[src/shared/pdwl_pkg.sv]
/*
 * Constants shared by the disable-register write-lock block: data width,
 * bit positions in the control and configuration words, write targets,
 * reset values and the default unlock keys.
 * Assumes a single 32-bit system bus clock and one device reset.
 */
package pdwl_pkg;

	// ==========================================================
	// widths and field positions
	localparam int DATA_W = 32;
	localparam int LOCK_BIT = 12;      // lock in config_control_reg
	localparam int ONE_WAY_BIT = 28;   // option in device_config_word3
	localparam int SEL_W = 2;

	// ==========================================================
	// write targets on the request port
	localparam logic [SEL_W-1:0] SEL_KEY = 2'h0;
	localparam logic [SEL_W-1:0] SEL_CFG = 2'h1;
	localparam logic [SEL_W-1:0] SEL_DIS = 2'h2;

	// ==========================================================
	// reset values
	localparam logic LOCK_RST = 1'b0;
	localparam logic ONE_WAY_RST = 1'b1;  // safe side until strap is caught
	localparam logic [DATA_W-1:0] REG_RST = 32'h0000_0000;

	// ==========================================================
	// default unlock keys (values arbitrary)
	localparam logic [DATA_W-1:0] KEY_FIRST = 32'h5A3C_0F96;
	localparam logic [DATA_W-1:0] KEY_SECOND = 32'hC369_A5F0;

endpackage

[src/hdl/pdwl_unlock_seq.sv]
/*
 * Unlock sequencer: two consecutive key writes open a one-change window.
 * Assumes all request strobes are one-cycle pulses on clk.
 */
module pdwl_unlock_seq import pdwl_pkg::*; #(
	parameter logic [DATA_W-1:0] KEY1 = KEY_FIRST,
	parameter logic [DATA_W-1:0] KEY2 = KEY_SECOND
) (
	input wire logic clk,
	input wire logic rst_b,
	input wire logic key_wr,
	input wire logic other_wr,
	input wire logic [DATA_W-1:0] wr_data,
	input wire logic enable,
	input wire logic consume,
	output logic unlocked
);

	typedef enum logic {PDWL_IDLE, PDWL_GOT1} pdwl_seq_t;

	pdwl_seq_t state;
	pdwl_seq_t next_state;
	logic next_unlocked;

	// ==========================================================
	// key sequence decode
	always_comb begin
		next_state = state;
		next_unlocked = unlocked;
		if (consume) begin
			next_unlocked = 1'b0;
		end
		if (!enable) begin
			// attempts are ignored while the option holds the lock [RL5]
			next_state = PDWL_IDLE;
			next_unlocked = 1'b0;
		end else if (other_wr) begin
			next_state = PDWL_IDLE; // any foreign write aborts [RL7]
		end else if (key_wr) begin
			unique case (state)
				PDWL_IDLE: begin
					if (wr_data == KEY1) begin
						next_state = PDWL_GOT1;
					end
				end
				PDWL_GOT1: begin
					if (wr_data == KEY2) begin
						next_state = PDWL_IDLE;
						next_unlocked = 1'b1; // [RL3] [RL7]
					end else if (wr_data == KEY1) begin
						next_state = PDWL_GOT1; // restart on a fresh first key
					end else begin
						next_state = PDWL_IDLE;
					end
				end
			endcase
		end
	end

	always_ff @(posedge clk or negedge rst_b) begin
		if (!rst_b) begin
			state <= PDWL_IDLE;
			unlocked <= 1'b0;
		end else begin
			state <= next_state;
			unlocked <= next_unlocked;
		end
	end
endmodule // pdwl_unlock_seq

[src/hdl/pdwl_lock_top.sv]
/*
 * Write protection for the peripheral disable registers: a lock bit in
 * the configuration control register, an unlock key sequence and a
 * one-way option taken from device configuration word 3.
 * Assumes software writes arrive as one-cycle strobes on clk and that
 * device_config_word3 comes from outside the clock domain.
 */
// Function
// [RL1] Locked writes to disable registers complete normally but change nothing.
// [RL2] Lock is config control bit 12; one blocks, zero allows writes.
// [RL3] Lock bit changes only after a completed unlock sequence.
// [RL4] With one-way option set, lock cannot return to zero once set.
// [RL5] One-way mode with lock set ignores every unlock attempt.
// [RL6] In one-way mode only device reset clears the lock.
// [RL7] Unlock is two consecutive key writes; other writes abort it (a write with wr_sel 3 does not abort the sequence).
module pdwl_lock_top import pdwl_pkg::*; #(
	parameter int NUM_REGS = 4,
	parameter int IDX_W = 2,
	parameter logic [DATA_W-1:0] KEY1 = KEY_FIRST,
	parameter logic [DATA_W-1:0] KEY2 = KEY_SECOND
) (
	input wire logic clk,
	input wire logic rst_b,
	input wire logic wr_valid,
	input wire logic [SEL_W-1:0] wr_sel,
	input wire logic [IDX_W-1:0] wr_index,
	input wire logic [DATA_W-1:0] wr_data,
	input wire logic [DATA_W-1:0] device_config_word3,
	output logic wr_done,
	output logic [NUM_REGS*DATA_W-1:0] peripheral_disable_regs,
	output logic [DATA_W-1:0] config_control_reg,
	output logic disable_regs_lock,
	output logic unlocked,
	output logic lock_one_way_option
);

	// ==========================================================
	// strap synchroniser and capture
	logic opt_s1;
	logic opt_s2;
	logic opt_s3;
	logic opt_taken;
	logic next_opt_taken;
	logic next_one_way;
	logic [2:0] fill;
	logic [2:0] next_fill;

	// capture once, after the second and third stage agree; the fill
	// marker keeps the equal reset values of the stages from counting
	always_comb begin
		next_fill = {fill[1:0], 1'b1};
		next_opt_taken = opt_taken;
		next_one_way = lock_one_way_option;
		if (!opt_taken && fill[2] && opt_s2 == opt_s3) begin
			next_opt_taken = 1'b1;
			next_one_way = opt_s3;
		end
	end

	always_ff @(posedge clk or negedge rst_b) begin
		if (!rst_b) begin
			opt_s1 <= 1'b0;
			opt_s2 <= 1'b0;
			opt_s3 <= 1'b0;
			fill <= 3'h0;
			opt_taken <= 1'b0;
			lock_one_way_option <= ONE_WAY_RST;
		end else begin
			opt_s1 <= device_config_word3[ONE_WAY_BIT];
			opt_s2 <= opt_s1;
			opt_s3 <= opt_s2;
			fill <= next_fill;
			opt_taken <= next_opt_taken;
			lock_one_way_option <= next_one_way;
		end
	end

	// ==========================================================
	// request decode
	logic key_wr;
	logic cfg_wr;
	logic dis_wr;
	logic seq_enable;
	logic consume;

	assign key_wr = wr_valid && wr_sel == SEL_KEY;
	assign cfg_wr = wr_valid && wr_sel == SEL_CFG;
	assign dis_wr = wr_valid && wr_sel == SEL_DIS;
	// held lock plus option shuts the sequencer out entirely [RL5]
	assign seq_enable = !(lock_one_way_option && disable_regs_lock);
	assign consume = cfg_wr && unlocked;

	pdwl_unlock_seq #(
		.KEY1(KEY1),
		.KEY2(KEY2)
	) u_seq (
		.clk(clk),
		.rst_b(rst_b),
		.key_wr(key_wr),
		.other_wr(cfg_wr || dis_wr),
		.wr_data(wr_data),
		.enable(seq_enable),
		.consume(consume),
		.unlocked(unlocked)
	);

	// ==========================================================
	// config control register and lock bit
	logic [DATA_W-1:0] next_cfg;
	logic next_lock;

	// one unlock grants one config write, so a stray later write can't
	// flip the lock; other bits of the word belong elsewhere, held at zero
	always_comb begin
		next_lock = disable_regs_lock;
		if (consume) begin
			next_lock = wr_data[LOCK_BIT]; // [RL2] [RL3]
			if (lock_one_way_option && disable_regs_lock) begin
				next_lock = 1'b1; // no return to zero [RL4] [RL6]
			end
		end
		next_cfg = REG_RST;
		next_cfg[LOCK_BIT] = next_lock;
	end

	always_ff @(posedge clk or negedge rst_b) begin
		if (!rst_b) begin
			disable_regs_lock <= LOCK_RST; // reset is the only clear in one-way mode [RL6]
			config_control_reg <= REG_RST;
		end else begin
			disable_regs_lock <= next_lock;
			config_control_reg <= next_cfg;
		end
	end

	// ==========================================================
	// peripheral disable registers
	logic [NUM_REGS*DATA_W-1:0] next_regs;

	// writes land only while the lock is clear [RL2]
	always_comb begin
		next_regs = peripheral_disable_regs;
		for (int i = 0; i < NUM_REGS; i++) begin
			if (dis_wr && !disable_regs_lock
					&& wr_index == IDX_W'(i)) begin
				next_regs[i*DATA_W +: DATA_W] = wr_data; // [RL1]
			end
		end
	end

	// every write is acknowledged, taken or not, so software sees no fault
	always_ff @(posedge clk or negedge rst_b) begin
		if (!rst_b) begin
			peripheral_disable_regs <= {NUM_REGS{REG_RST}};
			wr_done <= 1'b0;
		end else begin
			peripheral_disable_regs <= next_regs;
			wr_done <= wr_valid; // [RL1]
		end
	end
endmodule // pdwl_lock_top

[config.mk]
export PLATFORM = sky130hd
export DESIGN_NAME = pdwl_lock_top
export DESIGN_NICKNAME = d
export VERILOG_FILES = /design/src/shared/pdwl_pkg.sv /design/src/hdl/pdwl_unlock_seq.sv /design/src/hdl/pdwl_lock_top.sv
export SDC_FILE = /design/constraint.sdc
export NUM_CORES = 1
export LEC_CHECK = 0
export BUFFER_PORTS_ARGS = -buffer_cell sky130_fd_sc_hd__buf_2
export CORE_MARGIN = 4
export CORE_UTILIZATION = 48
export CTS_CLUSTER_SIZE = 24
export DETAILED_ROUTE_END_ITERATION = 12
export MAX_ROUTING_LAYER = met4
export PLACE_DENSITY = 0.92
export SYNTH_ARGS = -nofsm -noshare
export SYNTH_HDL_FRONTEND = slang
export SYNTH_SLANG_ARGS = --single-unit
[constraint.sdc]
create_clock -name clk -period 2.2 [get_ports clk]
set_clock_uncertainty 0.05 [all_clocks]
set_input_delay 0.11 -clock clk [delete_from_list [all_inputs] [get_ports clk]]
set_output_delay 0.11 -clock clk [all_outputs]
set_load 0.01 [all_outputs]
==> impl_metrics.tcl <==
set metrics [dict create \
    routed_wl_um 13900 \
    slew_viol_final 0 \
    arrival_ns 1.96 \
    clk_path_buf_depth 2 \
    hold_viol 0 \
    powerDensity_mw_per_mm2 1040 \
    antenna_found_initial 0 \
    cts_sinks 140 \
    cts_resized 0 \
    regMostFlops "peripheral_disable_regs" \
    largest_reg_flops 128 \
    path_cells "nor4_4, buf_12, mux2_2" \
    routedWlPerCell_um 18.9 \
    path_delay_family "flip-flops" \
    yosysMostFrequentCell "dfrtp_1" \
    fmax_mhz 586 \
    synth_ff_type "dfrtp_1" \
    setup_tns_ns 0 \
    routed-via-count 3762 \
    grt_max_degree 69 \
    vias_per_cell 5.10 \
    dr.pass1.iters 4 \
    antenna_cells 0 \
    synth.cell_area_mm2 0.00566 \
    top_regs "peripheral_disable_regs: 128 flops, fill: 3 flops" \
    hp-class "in2reg" \
    worstPathMaxFanout 26 \
    synthTopCellsByArea "dfrtp_1, mux2_2, buf_4" \
    gp_congestion 0.786 \
    finalSetupViolCount 0 \
    io_pins 235 \
    grt_pass1_vias 3989 \
    drc 0 \
    holdWs_ns 0.159 \
    synth_top_cell_by_area "dfrtp_1" \
    syn_avg_cell_area_um2 15.8 \
    finalCriticalPeriod_ns 1.71 \
    die_h_um 117 \
    cts_setup_buffers 0 \
    start_util 0.493 \
    dpl.hpwl_um 9780 \
    synthDominantCellAreaShare 0.615 \
    cp.required_ns 2.45 \
    cts_buffers 17 \
    worstSkewPairLatency_ns 0.41 \
    ys_warn_count 0 \
    cp-start-kind "flip-flop" \
    synth_cells 359 \
    vdd_drop_max_uv 780 \
    ys_ff_latch 140 \
    cp.buffers_inverters 1 \
    slowest_stage "dfrtp_1" \
    status "completed" \
    synthTopCellsByCount "dfrtp_1, mux2_2, buf_4, buf_6, nand2_1" \
    cts_tree "done" \
    grt_first_pass_wirelength_um 21300 \
    cts_hold_buf 35 \
    finish.instance_area_mm2 0.00747 \
    grt-ovfl-total 0 \
    rsz0062_at_grt "false" \
    relSlewSlack 0.598 \
    synth_enable_flop_cells 0 \
    core-area_mm2 0.0115 \
    ant_nets 0 \
    rows 39 \
    slowest_delay_ns 0.48 \
    cp-end-kind "flip-flop" \
    synth_cell_types 32 \
    layout.nets 652 \
    grt.total_usage 0.220 \
    max_slew.worst_pin.slew_ns 0.596 \
    drive_gt1_frac 0.588 \
    finalCritPeriodShare 0.775 \
    critPathKind "reg2reg" \
    synthArstFlopShare 1.00 \
    port_buffers 172 \
    dieArea_mm2 0.0136 \
    cts-root-buf "clkbuf_16" \
    area_growth_pct 32.1 \
    leakage_uw 0.00371 \
    seq_area_frac_synth 0.620 \
    place_area_mm2 0.00655 \
    die_x_um 117 \
    clk_pin_slew_ns 0.06 \
    first_iter_violations 250 \
    maxCapViolations 0 \
    htree_levels 4 \
]
cell usage in the layout, fill, tap and decap left out, types with 2 or more instances in the layout:
master,synthesis,routed
mux2_2,126,126
dfrtp_1,139,139
buf_4,35,8
conb_1,2,32
clkinv_2,0,3
clkbuf_16,0,17
nor4_1,3,3
buf_2,0,171
buf_12,0,2
nand3b_2,2,2
nor4bb_1,4,4
nand2_1,8,8
nor2_1,4,4
dlygate4sd3_1,0,35
mux2_1,2,2
clkbuf_8,0,2
nand4_1,3,3
inv_6,0,2
a22o_1,2,2
a21oi_1,2,2
clkinvlp_4,0,6
worst paths after layout:
check                      slack (ns)  depth (start not counted)                          end                    from
max reg2reg                      0.49                          3  peripheral_disable_regs[26]  config_control_reg[12]
max in group asynchronous        1.17                          3  peripheral_disable_regs[72]                   rst_b
min in group asynchronous        0.20                          2  peripheral_disable_regs[83]                   rst_b
max                              0.49                          3  peripheral_disable_regs[26]  config_control_reg[12]
min reg2reg                      0.30                          0                      fill[1]                 fill[0]
min                              0.16                          4       config_control_reg[12]               wr_sel[0]
worst reg2reg max path: cells and delay by family (launching register included):
kind / cells / cell delay (ns)
DFF: 1 / 0.48
muxes: 1 / 0.39
buffers and inverters: 1 / 0.25
and+or+nand+nor: 1 / 0.43
per-stage QoR:
step	setup slack [ns]	cells	utilization	power, uW
floorplan	0.593	389	-	4270
global placement	0.552	670	0.571	4990
detailed placement	0.521	670	0.571	5100
CTS	0.492	737	0.652	7860
global route	0.443	737	0.652	8160
finish	0.495	737	0.652	7780
metal layers:
| metal | share of wire | GRT usage | vias up |
|---|---|---|---|
| li1 | - | - | 1658 |
| met1 | 0.40 | 0.256 | 1928 |
| met2 | 0.51 | 0.366 | 146 |
| met3 | 0.066 | 0.0549 | 30 |
| met4 | 0.024 | 0.0925 | 0 |
| met5 | 0 | - | - |
report_power, final:
group	switching, uW	internal (uW)
Clock	1080	1610
Sequential	286	3130
Combinational	823	849
cell families after synthesis:
group                     share of synthesized area
and+or+nand+nor                              0.0495
other                                       0.00133
buffers and inverters                        0.0650
DFF                                           0.620
xor gates and xnor gates                    0.00155
AOI/OAI and AO/OA                           0.00819
muxes                                         0.255
area by class of cell:
| class | count | area, um^2 |
|---|---|---|
| sequential | 140 | 3500 |
| fill | 839 | 4000 |
| timing repair buffer | 217 | 1320 |
| inverter | 1 | 3.75 |
| clock inverter | 13 | 116 |
| tap | 143 | 179 |
| clock buffer | 19 | 453 |
| multi-input combinational | 204 | 1900 |
Power figures use the tool's default switching activity.
